==> src/include/shra_pkg.sv <==
package shra_pkg;

   // Slave address range: 16 steps of one from the base (address byte 0x90 to 0xAE)
   localparam logic [6:0] SHRA_ADDR_BASE = 7'h48;
   localparam logic [6:0] SHRA_ADDR_LAST = 7'h57;

   // Strap classification codes, in address order
   localparam logic [1:0] SHRA_STRAP_VDD = 2'h0;
   localparam logic [1:0] SHRA_STRAP_VSS = 2'h1;
   localparam logic [1:0] SHRA_STRAP_SCL = 2'h2;
   localparam logic [1:0] SHRA_STRAP_SDA = 2'h3;

   // Register address byte layout
   localparam int SHRA_REG_LSB    = 3;
   localparam int SHRA_CH_LSB     = 1;
   localparam int SHRA_SPI_RW_BIT = 7;

   // Direction bit values
   localparam logic SHRA_DIR_READ = 1'h1;

   // Bit counting
   localparam logic [3:0] SHRA_BYTE_BITS = 4'h8;
   localparam logic [3:0] SHRA_LAST_BIT  = 4'h7;

   // Register access request towards the UART register file
   typedef struct packed {
      logic       wr;
      logic       rd;
      logic [1:0] ch;
      logic [3:0] sel;
      logic [7:0] data;
   } shra_req_t;

   function automatic logic [3:0] shra_reg_field(input logic [7:0] b);
      return b[SHRA_REG_LSB +: 4];
   endfunction

   function automatic logic [1:0] shra_ch_field(input logic [7:0] b);
      return b[SHRA_CH_LSB +: 2];
   endfunction

endpackage

==> src/rtl/shra_strap_decode.sv <==
`timescale 1ns/1ps
module shra_strap_decode (
   // Clock and reset
   input  wire logic       clock_in,
   input  wire logic       rst_in,
   // Strap and bus lines
   input  wire logic       strap_in,
   input  wire logic       scl_in,
   input  wire logic       sda_in,
   // Classification
   output logic [1:0]      code_out
);
   import shra_pkg::*;

   logic seen_low;
   logic seen_high;
   logic diff_scl;
   logic diff_sda;

   // A strap tied to a bus line is told apart by bus activity; the START
   // condition already separates SCL from SDA before the first address bit.
   wire [1:0] next_code = !seen_low  ? SHRA_STRAP_VDD :
                          !seen_high ? SHRA_STRAP_VSS :
                          !diff_scl  ? SHRA_STRAP_SCL : SHRA_STRAP_SDA;

   always_ff @(posedge clock_in) begin
      if (rst_in) begin
         seen_low  <= 1'b0;
         seen_high <= 1'b0;
         diff_scl  <= 1'b0;
         diff_sda  <= 1'b0;
         code_out  <= SHRA_STRAP_VDD;
      end else begin
         seen_low  <= seen_low | ~strap_in;
         seen_high <= seen_high | strap_in;
         diff_scl  <= diff_scl | (strap_in ^ scl_in);
         diff_sda  <= diff_sda | (strap_in ^ sda_in);
         code_out  <= next_code;
      end
   end

endmodule

==> src/rtl/shra_top.sv <==
// Functional notes
// - Slave address comes from two four-level straps, sixteen evenly spaced addresses.
// - Both straps high gives address byte 0x90, the lowest one.
// - Address byte bit 0 is direction: 0 write, 1 read.
// - Sub-address is a full 8-bit byte without direction, and is acknowledged.
// - Each written data byte goes in turn to the sub-addressed register.
// - Device shifts out bytes from the sub-address; master acks all but last.
// - SPI register byte: bit 7 direction (1 read), 6:3 register, 2:1 channel.
// - Device pulls data low in the acknowledge clock of its own address byte and of every byte received after it.
`timescale 1ns/1ps
module shra_top (
   // Clock and reset
   input  wire logic              clock_in,
   input  wire logic              rst_in,
   // Interface select: high for I2C, low for SPI
   input  wire logic              i2c_mode_in,
   // Address straps
   input  wire logic              addr_strap_high_in,
   input  wire logic              addr_strap_low_in,
   // I2C lines
   input  wire logic              scl_in,
   input  wire logic              sda_in,
   output logic                   sda_out,
   output logic                   sda_oe_out,
   // SPI lines
   input  wire logic              spi_cs_n_in,
   input  wire logic              spi_sck_in,
   input  wire logic              spi_mosi_in,
   output logic                   spi_miso_out,
   // Register file side
   output shra_pkg::shra_req_t    req_out,
   input  wire logic [7:0]        rd_data_in
);
   import shra_pkg::*;

   typedef enum logic [3:0] {
      ST_IDLE     = 4'h0,
      ST_ADDR     = 4'h1,
      ST_ADDR_ACK = 4'h3,
      ST_SUB      = 4'h2,
      ST_SUB_ACK  = 4'h6,
      ST_WDATA    = 4'h7,
      ST_WACK     = 4'h5,
      ST_RDATA    = 4'h4,
      ST_RACK     = 4'hC,
      ST_IGNORE   = 4'hD
   } shra_state_t;

   shra_state_t state;
   shra_state_t next_state;
   logic        scl_q;
   logic        sda_q;
   logic        sck_q;
   logic [7:0]  rx;
   logic [7:0]  tx;
   logic [3:0]  cnt;
   logic        rw;
   logic        spi_first;
   logic [1:0]  code_hi;
   logic [1:0]  code_lo;

   shra_strap_decode u_strap_hi (
      .clock_in (clock_in),
      .rst_in   (rst_in),
      .strap_in (addr_strap_high_in),
      .scl_in   (scl_in),
      .sda_in   (sda_in),
      .code_out (code_hi)
   );

   shra_strap_decode u_strap_lo (
      .clock_in (clock_in),
      .rst_in   (rst_in),
      .strap_in (addr_strap_low_in),
      .scl_in   (scl_in),
      .sda_in   (sda_in),
      .code_out (code_lo)
   );

   wire [6:0] own_addr    = SHRA_ADDR_BASE + {3'h0, code_hi, code_lo};
   wire       scl_rise    = scl_in & ~scl_q;
   wire       scl_fall    = ~scl_in & scl_q;
   wire       start_cond  = scl_in & scl_q & sda_q & ~sda_in;
   wire       stop_cond   = scl_in & scl_q & ~sda_q & sda_in;
   wire       i2c_live    = i2c_mode_in & ~start_cond & ~stop_cond;
   wire       sck_rise    = spi_sck_in & ~sck_q;
   wire       sck_fall    = ~spi_sck_in & sck_q;
   wire [7:0] rx_next     = {rx[6:0], sda_in};
   wire [7:0] mosi_next   = {rx[6:0], spi_mosi_in};
   wire       byte_done   = (cnt == SHRA_BYTE_BITS);
   wire       last_bit    = (cnt == SHRA_LAST_BIT);
   wire       addr_match  = (rx[7:1] == own_addr);
   wire       rx_state    = (state == ST_ADDR) || (state == ST_SUB) || (state == ST_WDATA);
   wire       byte_end    = scl_fall & byte_done;
   wire       fetch_first = (state == ST_ADDR_ACK) & (rw == SHRA_DIR_READ);
   wire       fetch_more  = (state == ST_RACK) & ~sda_in;
   wire       spi_live    = ~i2c_mode_in & ~spi_cs_n_in;
   wire       spi_cmd     = spi_live & sck_rise & spi_first & last_bit;

   always_comb begin
      next_state = state;
      if (!i2c_mode_in) begin
         next_state = ST_IDLE;
      end else if (start_cond) begin
         next_state = ST_ADDR;
      end else if (stop_cond) begin
         next_state = ST_IDLE;
      end else begin
         unique case (state)
            ST_IDLE, ST_IGNORE: next_state = state;
            ST_ADDR: begin
               if (byte_end) begin
                  next_state = addr_match ? ST_ADDR_ACK : ST_IGNORE;
               end
            end
            ST_ADDR_ACK: begin
               if (scl_fall) begin
                  next_state = (rw == SHRA_DIR_READ) ? ST_RDATA : ST_SUB;
               end
            end
            ST_SUB: begin
               if (byte_end) begin
                  next_state = ST_SUB_ACK;
               end
            end
            ST_SUB_ACK, ST_WACK: begin
               if (scl_fall) begin
                  next_state = ST_WDATA;
               end
            end
            ST_WDATA: begin
               if (byte_end) begin
                  next_state = ST_WACK;
               end
            end
            ST_RDATA: begin
               if (scl_fall && last_bit) begin
                  next_state = ST_RACK;
               end
            end
            ST_RACK: begin
               // Negative acknowledge ends the read; wait for STOP or START
               if (scl_rise && sda_in) begin
                  next_state = ST_IGNORE;
               end else if (scl_fall) begin
                  next_state = ST_RDATA;
               end
            end
            default: next_state = ST_IDLE;
         endcase
      end
   end

   always_ff @(posedge clock_in) begin
      if (rst_in) begin
         scl_q        <= 1'h1;
         sda_q        <= 1'h1;
         sck_q        <= 1'h0;
         state        <= ST_IDLE;
         rx           <= 8'h00;
         tx           <= 8'h00;
         cnt          <= 4'h0;
         rw           <= 1'h0;
         spi_first    <= 1'h1;
         sda_out      <= 1'h0;
         sda_oe_out   <= 1'h0;
         spi_miso_out <= 1'h0;
         req_out      <= '0;
      end else begin
         scl_q      <= scl_in;
         sda_q      <= sda_in;
         sck_q      <= spi_sck_in;
         state      <= next_state;
         req_out.wr <= 1'h0;
         req_out.rd <= 1'h0;
         if (req_out.rd) begin
            tx <= rd_data_in;
         end
         if (!i2c_mode_in) begin
            sda_oe_out <= 1'h0;
            if (spi_cs_n_in) begin
               cnt          <= 4'h0;
               spi_first    <= 1'h1;
               spi_miso_out <= 1'h0;
            end else begin
               if (sck_rise) begin
                  rx  <= mosi_next;
                  cnt <= last_bit ? 4'h0 : cnt + 4'h1;
               end
               if (spi_cmd) begin
                  spi_first   <= 1'h0;
                  rw          <= mosi_next[SHRA_SPI_RW_BIT];
                  req_out.rd  <= mosi_next[SHRA_SPI_RW_BIT] == SHRA_DIR_READ;
                  req_out.sel <= shra_reg_field(mosi_next);
                  req_out.ch  <= shra_ch_field(mosi_next);
               end else if (sck_rise && last_bit && rw == SHRA_DIR_READ) begin
                  // Prefetch for the next byte; one extra read at frame end
                  req_out.rd <= 1'h1;
               end else if (sck_rise && last_bit) begin
                  req_out.wr   <= 1'h1;
                  req_out.data <= mosi_next;
               end
               if (sck_fall && !spi_first && rw == SHRA_DIR_READ) begin
                  spi_miso_out <= tx[7];
                  tx           <= {tx[6:0], 1'h0};
               end
            end
         end else if (start_cond || stop_cond) begin
            cnt        <= 4'h0;
            sda_oe_out <= 1'h0;
         end else begin
            if (scl_rise && rx_state) begin
               rx  <= rx_next;
               cnt <= cnt + 4'h1;
            end
            if (scl_rise && (fetch_first || fetch_more)) begin
               req_out.rd <= 1'h1;
            end
            if (scl_fall) begin
               unique case (state)
                  ST_ADDR: begin
                     if (byte_done) begin
                        rw         <= rx[0];
                        sda_oe_out <= addr_match;
                        cnt        <= 4'h0;
                     end
                  end
                  ST_SUB: begin
                     if (byte_done) begin
                        req_out.sel <= shra_reg_field(rx);
                        req_out.ch  <= shra_ch_field(rx);
                        sda_oe_out  <= 1'h1;
                        cnt         <= 4'h0;
                     end
                  end
                  ST_WDATA: begin
                     if (byte_done) begin
                        req_out.wr   <= 1'h1;
                        req_out.data <= rx;
                        sda_oe_out   <= 1'h1;
                        cnt          <= 4'h0;
                     end
                  end
                  ST_ADDR_ACK, ST_RACK: begin
                     cnt        <= 4'h0;
                     sda_oe_out <= (rw == SHRA_DIR_READ) & ~tx[7];
                     tx         <= {tx[6:0], 1'h0};
                  end
                  ST_RDATA: begin
                     cnt        <= cnt + 4'h1;
                     sda_oe_out <= ~last_bit & ~tx[7];
                     tx         <= {tx[6:0], 1'h0};
                  end
                  ST_SUB_ACK, ST_WACK: begin
                     sda_oe_out <= 1'h0;
                     cnt        <= 4'h0;
                  end
                  default: cnt <= cnt;
               endcase
            end
         end
      end
   end

   chk_addr_window: assert property (@(posedge clock_in) disable iff (rst_in)
      own_addr >= SHRA_ADDR_BASE && own_addr <= SHRA_ADDR_LAST)
      else $error("slave address outside strap range");

   chk_vdd_address: assert property (@(posedge clock_in) disable iff (rst_in)
      (code_hi == SHRA_STRAP_VDD && code_lo == SHRA_STRAP_VDD) |-> own_addr == SHRA_ADDR_BASE)
      else $error("both straps high must give the lowest address");

   chk_addr_ack: assert property (@(posedge clock_in) disable iff (rst_in)
      (i2c_live && state == ST_ADDR && byte_end && addr_match)
      |=> sda_oe_out && state == ST_ADDR_ACK)
      else $error("matching address not acknowledged");

   chk_addr_nack: assert property (@(posedge clock_in) disable iff (rst_in)
      (i2c_live && state == ST_ADDR && byte_end && !addr_match)
      |=> !sda_oe_out && state == ST_IGNORE)
      else $error("foreign address was acknowledged");

   chk_read_dir: assert property (@(posedge clock_in) disable iff (rst_in)
      (i2c_live && scl_rise && fetch_first) |=> req_out.rd ##1 !req_out.rd)
      else $error("read address did not fetch one byte");

   chk_sub_decode: assert property (@(posedge clock_in) disable iff (rst_in)
      (i2c_live && state == ST_SUB && byte_end)
      |=> sda_oe_out && req_out.sel == shra_reg_field($past(rx))
          && req_out.ch == shra_ch_field($past(rx)))
      else $error("sub-address not acknowledged or decoded");

   chk_write_store: assert property (@(posedge clock_in) disable iff (rst_in)
      (i2c_live && state == ST_WDATA && byte_end)
      |=> req_out.wr && req_out.data == $past(rx) ##1 !req_out.wr)
      else $error("data byte not stored once");

   chk_read_next: assert property (@(posedge clock_in) disable iff (rst_in)
      (i2c_live && state == ST_RACK && scl_rise && !sda_in) |=> req_out.rd)
      else $error("acknowledged read did not fetch next byte");

   chk_spi_dir: assert property (@(posedge clock_in) disable iff (rst_in)
      spi_cmd |=> req_out.rd == $past(mosi_next[SHRA_SPI_RW_BIT]) && !req_out.wr)
      else $error("SPI direction bit misread");

endmodule

==> config.mk <==
export PLATFORM = sky130hd
export DESIGN_NAME = shra_top
export DESIGN_NICKNAME = d
export VERILOG_FILES = /design/src/include/shra_pkg.sv /design/src/rtl/shra_strap_decode.sv /design/src/rtl/shra_top.sv
export SDC_FILE = /design/constraint.sdc
export NUM_CORES = 1
export LEC_CHECK = 0
export CAP_MARGIN = 10
export CELL_PAD_IN_SITES_DETAIL_PLACEMENT = 0
export CELL_PAD_IN_SITES_GLOBAL_PLACEMENT = 1
export CORE_MARGIN = 5
export CORE_UTILIZATION = 48
export DETAILED_ROUTE_END_ITERATION = 8
export DONT_BUFFER_PORTS = 1
export GPL_ROUTABILITY_DRIVEN = 1
export HOLD_SLACK_MARGIN = 0.02
export PLACE_DENSITY_LB_ADDON = 0.2
export SYNTH_ARGS = -nofsm -noshare
export SYNTH_HDL_FRONTEND = slang
export SYNTH_SLANG_ARGS = --single-unit
==> constraint.sdc <==
create_clock -name clock_in -period 2.29 [get_ports clock_in]
set_input_delay 0.1145 -clock clock_in [delete_from_list [all_inputs] [get_ports clock_in]]
set_output_delay 0.1145 -clock clock_in [all_outputs]
set_load 0.1 [all_outputs]
Word-level counts from Yosys, hierarchy flattened
Cells that the tools add are included.

Logic and storage cells: 230. Register bits: 57. Output and inout port bits: 19. Input bits: 18.

Bitwise operators: 43. Reduce and logical (&&, ||, !) cells: 45. Equal/unequal tests: 40. $add $sub $neg: 2. Muxes and demuxes: 73.

Operators with widths (number): $mux 8 (17); $mux 4 (17); $mux 16 (3); $pmux 4 s8 (1); $mux 1 (28); $ne 4x4->1 const B (6); $reduce_and 8->1 (3); $ne 2x2->1 const B (11); $eq 4x3->1 const B (5); $and 1x1->1 (18); $mux 6 (3); $not 1->1 (17); $reduce_or 3->1 (5); $mux 14 (1); $ne 2x1->1 const B (7); $reduce_or 2->1 (7); $eq 4x4->1 const B (3); $pmux 4 s3 (1); $reduce_and 6->1 (2); $reduce_bool 2->1 (5); $eq 4x2->1 const B (2); $logic_and 1x1->1 (8); $reduce_and 4->1 (2); $reduce_or 4->1 (2); other kinds (18) (29).

Depth between registers and ports, before layout
Depth after elaboration: 10. Depth in mapped cells: 8.

Hierarchy
Synthesis repeated with hierarchy kept, for this count alone.

Cell total of the unflattened synthesis: 338. Area total of the unflattened synthesis: 2975.4 µm².

Modules (own cells, without submodules): shra_top (times used 1, sequential area each 940.9 µm², area an instance 2677.6 µm², cells an instance 310); shra_strap_decode (times used 2, sequential area each 100.1 µm², area an instance 148.9 µm², cells an instance 14).

Least setup slack after synthesis
Ideal clock, no wire load.

Path type: flip-flop to flip-flop. Start: reg req_out[14] (netlist name). End: reg tx[0]. Path slack: 0.283 ns. Cell stages (with the launch flop): 4. Arrival: 1.891 ns. Path buffers: 1. Cells stage by stage: dfxtp_1 buf_1 mux2_2 and3_1.

Word-level cells in the longest chain between the ends: 5. Elaborated cells between the ends (all ways): 7. Classes of those cells: 7 x mux.

Ends and longest elaborated chain: start, declared (line shra_top.sv:31) `output shra_pkg::shra_req_t req_out,`; $mux 8 (*) (line shra_top.sv:176) `if (req_out.rd) begin`; $mux 8 (line shra_top.sv:220) `unique case (state)`; $mux 8 (line shra_top.sv:219) `if (scl_fall) begin`; $mux 8 (line shra_top.sv:208) `end else if (start_cond || stop_cond) begin`; $mux 8 (*) (line shra_top.sv:179) `if (!i2c_mode_in) begin`; end signal, assigned (line shra_top.sv:177) `tx <= rd_data_in;`; end signal, assigned (line shra_top.sv:205) `tx <= {tx[6:0], 1'h0};`; end signal, assigned (line shra_top.sv:247) `tx <= {tx[6:0], 1'h0};`; end, declared (line shra_top.sv:55) `logic [7:0] tx;`.

Every way passes the cells marked *; elsewhere a longest branch is shown, timed or not. A chain may end at the register's enable or synchronous reset.

Worst setup path after layout
Start: reg cnt[1]. End: reg req_out[3] (netlist name).

Word-level cells in the longest chain between the ends: 5. Elaborated cells between the ends (all ways): 10. Classes of those cells: 5 x eq/ne; 1 x bitwise; 4 x reduce/logical.

Ends and longest elaborated chain: start, declared (line shra_top.sv:56) `logic [3:0] cnt;`; start signal, assigned (line shra_top.sv:188) `cnt <= last_bit ? 4'h0 : cnt + 4'h1;`; start signal, assigned (line shra_top.sv:214) `cnt <= cnt + 4'h1;`; start signal, assigned (line shra_top.sv:250) `cnt <= cnt + 4'h1;`; $eq 4x3->1 (line shra_top.sv:91) `wire last_bit = (cnt == SHRA_LAST_BIT);`; $logic_and 1x1->1 (line shra_top.sv:196, shra_top.sv:199); $logic_and 1x1->1 (line shra_top.sv:196) `end else if (sck_rise && last_bit && rw == SHRA_DIR_READ) begin`; $ne 2x2->1 (no source line); $reduce_and 8->1 (no source line) (*).

Marked as above.

==> summary.md <==
| Metric | Value |
|---|---|
| Outcome | `finished, final reports clean` |
| Die Span Y | `90.2 um` |
| Synth Register Bits | `57` |
| Vias/cell | `5.94` |
| Cell family with most CP delay | `compound AO/OA/AOI/OAI gates` |
| PortBufs | `0` |
| Post-synth EDFFs | `0` |
| Worst vdd ir | `0.414 mV` |
| Post-route cell area | `0.00362 mm2` |
| Normalized max-slew margin | `37.8%` |
| Sink Count | `57` |
| Die Width | `90.2 um` |
| Critical Path AT | `2330 ps` |
| MaxCap Viol Count | `0` |
| Place WS | `222 ps` |
| CTS buffer count | `9` |
| Clk_skew | `4.31 ps` |
| Layout Cells excl Fill | `461` |
| Post-CTS Setup Inserts | `0` |
| Min Tclk post-route | `2060 ps` |
| Net count after synthesis | `367` |
| Wire length per cell | `17.3 um` |
| Slew @ Worst Pin | `932 ps` |
| Synthesized area | `0.00309 mm2` |
| Worst setup margin | `233 ps` |
| CP Cell Sequence | `ha_1 -> nand3b_1 -> a2111oi_2 -> o221ai_2 -> or2_0 -> a21oi_1` |
| Critical path class | `reg -> reg` |
| Compound-Gate Fraction of Synth Area | `24.4%` |
| Post-place instance area | `0.00328 mm2` |
| Fin nets | `399` |
| CP max stage delay | `370 ps` |
| WHS Path Cells | `2` |
| Synth Flop Type | `dfxtp_1` |
| Crit. path cell count | `6` |
| Num ports | `37` |
| Synthesis warning total | `0` |
| Setup TNS | `0 ps` |
| Critical-path maximum fanout | `15` |
| Final setup fails | `0` |
| Initial antenna violation count | `0` |
| Share of layout cells above drive strength 1 | `16.9%` |
| Vias in the first global route | `2585` |
| GPL Wtd Cong | `0.847` |
| Largest family of logic cells by synthesized area | `compound AO/OA/AOI/OAI gates` |
| GRT Overall Usage | `19.7%` |
| Tcrit/Tclk final | `89.8%` |
| CORE AREA | `0.00631 mm2` |
| Post-Synth Adder-Cell Area | `1.46%` |
| Worst Hold Class | `in -> reg` |
| XOR/XNOR Fraction of Synth Area | `1.99%` |
| TritonRoute pass-1 iters | `4` |
| Slew Limit Fails | `0` |
| First-pass GRT wire length | `13.1 mm` |
| Diode count | `0` |
| Post-Syn Instances | `347` |
| Hold Vio Cnt, Final | `0` |
| Worst-case clock buffer depth | `2` |
| Netlist cell types | `70` |
| CTS root buf | `clkbuf_8` |
| Syn Area/Cell | `8.90 um2` |
| Inst Count DP | `430` |
| Overflow after GRT | `0` |
| Finished Core Util | `57.3%` |
| Die area | `0.00813 mm2` |
| Critical path's slowest cell | `dfxtp_1` |
| DRT iter0 DRCs | `168` |
| Critical Path Sink Type | `flip-flop` |
| Area grow syn2layout | `17.1%` |
| Register-to-Register Path Depth | `6` |
| Num rows | `29` |
| TritonCTS clock tree | `yes` |
| Synth Area in Simple Gates | `21.4%` |
| Residual DRC | `0` |
| Multiplexer share of the synthesized area | `8.23%` |
| H-tree lvl count | `3` |
| Vias | `2740` |
| Leak pwr | `1.37 nW` |
| Bufs and invs on worst path | `0` |
| Clock transition at the registers of the reported paths | `70 ps` |
| Sequential fraction of the synthesis area | `37.0%` |
| Worst-Skew Late Latency | `340 ps` |
| Starting density of the core | `48.9%` |
| Peak Freq | `486 MHz` |
| Drt total wl | `7.98 mm` |
| CP Launch Type | `flip-flop` |
| DP Wirelength | `5.51 mm` |
| WP data required | `2560 ps` |
| Pwr per Cell Area | `565 mW/mm2` |
| ANT nets after route | `0` |
| RSZ-0062 raised after global routing | `false` |
| Asr flop ratio synth | `0%` |
| Largest net degree at the start of global routing | `45` |
[synthesized netlist by cell type, types with 6 or more instances]
| cell type | number | share of area (%) |
|---|---|---|
| inv_1 | 12 | 1.5 |
| nand3b_1 | 6 | 1.5 |
| buf_2 | 11 | 1.8 |
| a211oi_1 | 14 | 3.4 |
| a21oi_1 | 22 | 3.6 |
| xnor2_1 | 7 | 2.0 |
| o21ai_0 | 9 | 1.5 |
| nand2_1 | 16 | 1.9 |
| nor2_1 | 38 | 4.6 |
| mux2i_1 | 22 | 7.1 |
| nor2b_1 | 11 | 2.2 |
| dfxtp_1 | 57 | 37 |
[final cells by class]
class / count / area (um2)
flip-flops and latches: 57 / 1140
clock buffers: 11 / 141
multi-input cells: 254 / 1780
clock inverters: 5 / 31.3
inverters: 13 / 48.8
well taps: 77 / 96.3
repair buffers: 44 / 378
fillers: 619 / 2700
[cell families (layout without fill, tap and decap cells)]
kind of cell,Yosys count,count (layout)
XOR/XNOR,7,7
adder cells (fa/ha/maj),4,4
multiplexers,25,25
flip-flops,57,57
AND/OR/NAND/NOR,119,119
other,1,1
buffers and inverters,36,73
AO/OA/AOI/OAI,98,98
[placed cells by master (no fill, tap or decap), drive strengths merged, types with 4 or more instances in the layout]
cell type,instances
a211oi,14
a21oi,22
a221oi,4
a22o,4
a22oi,5
and3,5
buf,30
clkbuf,11
clkinv,4
dfxtp,57
dlygate4sd3,14
inv,13
mux2i,22
nand2,16
nand2b,5
nand3,4
nand3b,6
nor2,38
nor2b,11
nor3,7
o211ai,4
o21ai,11
o22ai,4
or2,8
xnor2,7
[power by group]
part,leakage [nW],total (mW),switching [mW],internal [mW]
Combinational,0.814,0.182,0.108,0.0741
Clock,0.0891,0.832,0.414,0.418
Sequential,0.464,1.03,0.0189,1.01
[state kept, by name, indices dropped and copies added (netlist names)]
name	flops
sda_oe_out	1
u_strap_hi.diff_scl	1
u_strap_hi.seen_high	1
rw	1
tx	8
rx	8
u_strap_lo.seen_high	1
u_strap_hi.code_out	2
u_strap_lo.diff_scl	1
state	4
u_strap_lo.code_out	2
cnt	4
u_strap_lo.seen_low	1
spi_first	1
u_strap_hi.seen_low	1
sda_q	1
scl_q	1
req_out	16
sck_q	1
spi_miso_out	1
[worst paths after layout]
check	start	slack [ps]	end
worst max register to register	cnt[1]$_SDFFE_PP0P_	230	req_out[3]$_SDFFE_PP0P_
worst min register to register	req_out[1]$_SDFFE_PP0P_	460	req_out[1]$_SDFFE_PP0P_
worst min-delay path	rd_data_in[6]	20	tx[6]$_SDFF_PP0_
worst max-delay path	cnt[1]$_SDFFE_PP0P_	230	req_out[3]$_SDFFE_PP0P_
[metrics by stage]
step           hold slack (ps)  total power [mW]
2_1_floorplan              206              1.18
3_3_place_gp               189              1.19
3_5_place_dp               192              1.19
4_1_cts                   23.3              2.06
5_1_grt                   47.1              2.12
6_report                  20.8              2.04
[metal layers]
metal | GRT usage (%) | vias up | routed length [um]
li1 | - | 1349 | -
met1 | 25.3 | 1295 | 3490
met2 | 32.1 | 85 | 3830
met3 | 4.26 | 11 | 557
met4 | 7.44 | 0 | 114
met5 | 0 | - | 0
[repair_timing]
action	in CTS	in global routing
resized for setup	0	1
setup endpoints to repair	0	3
endpoints found under the hold margin	46	0
hold buffers	15	0
No activity file was read; power rests on OpenSTA's default activity.
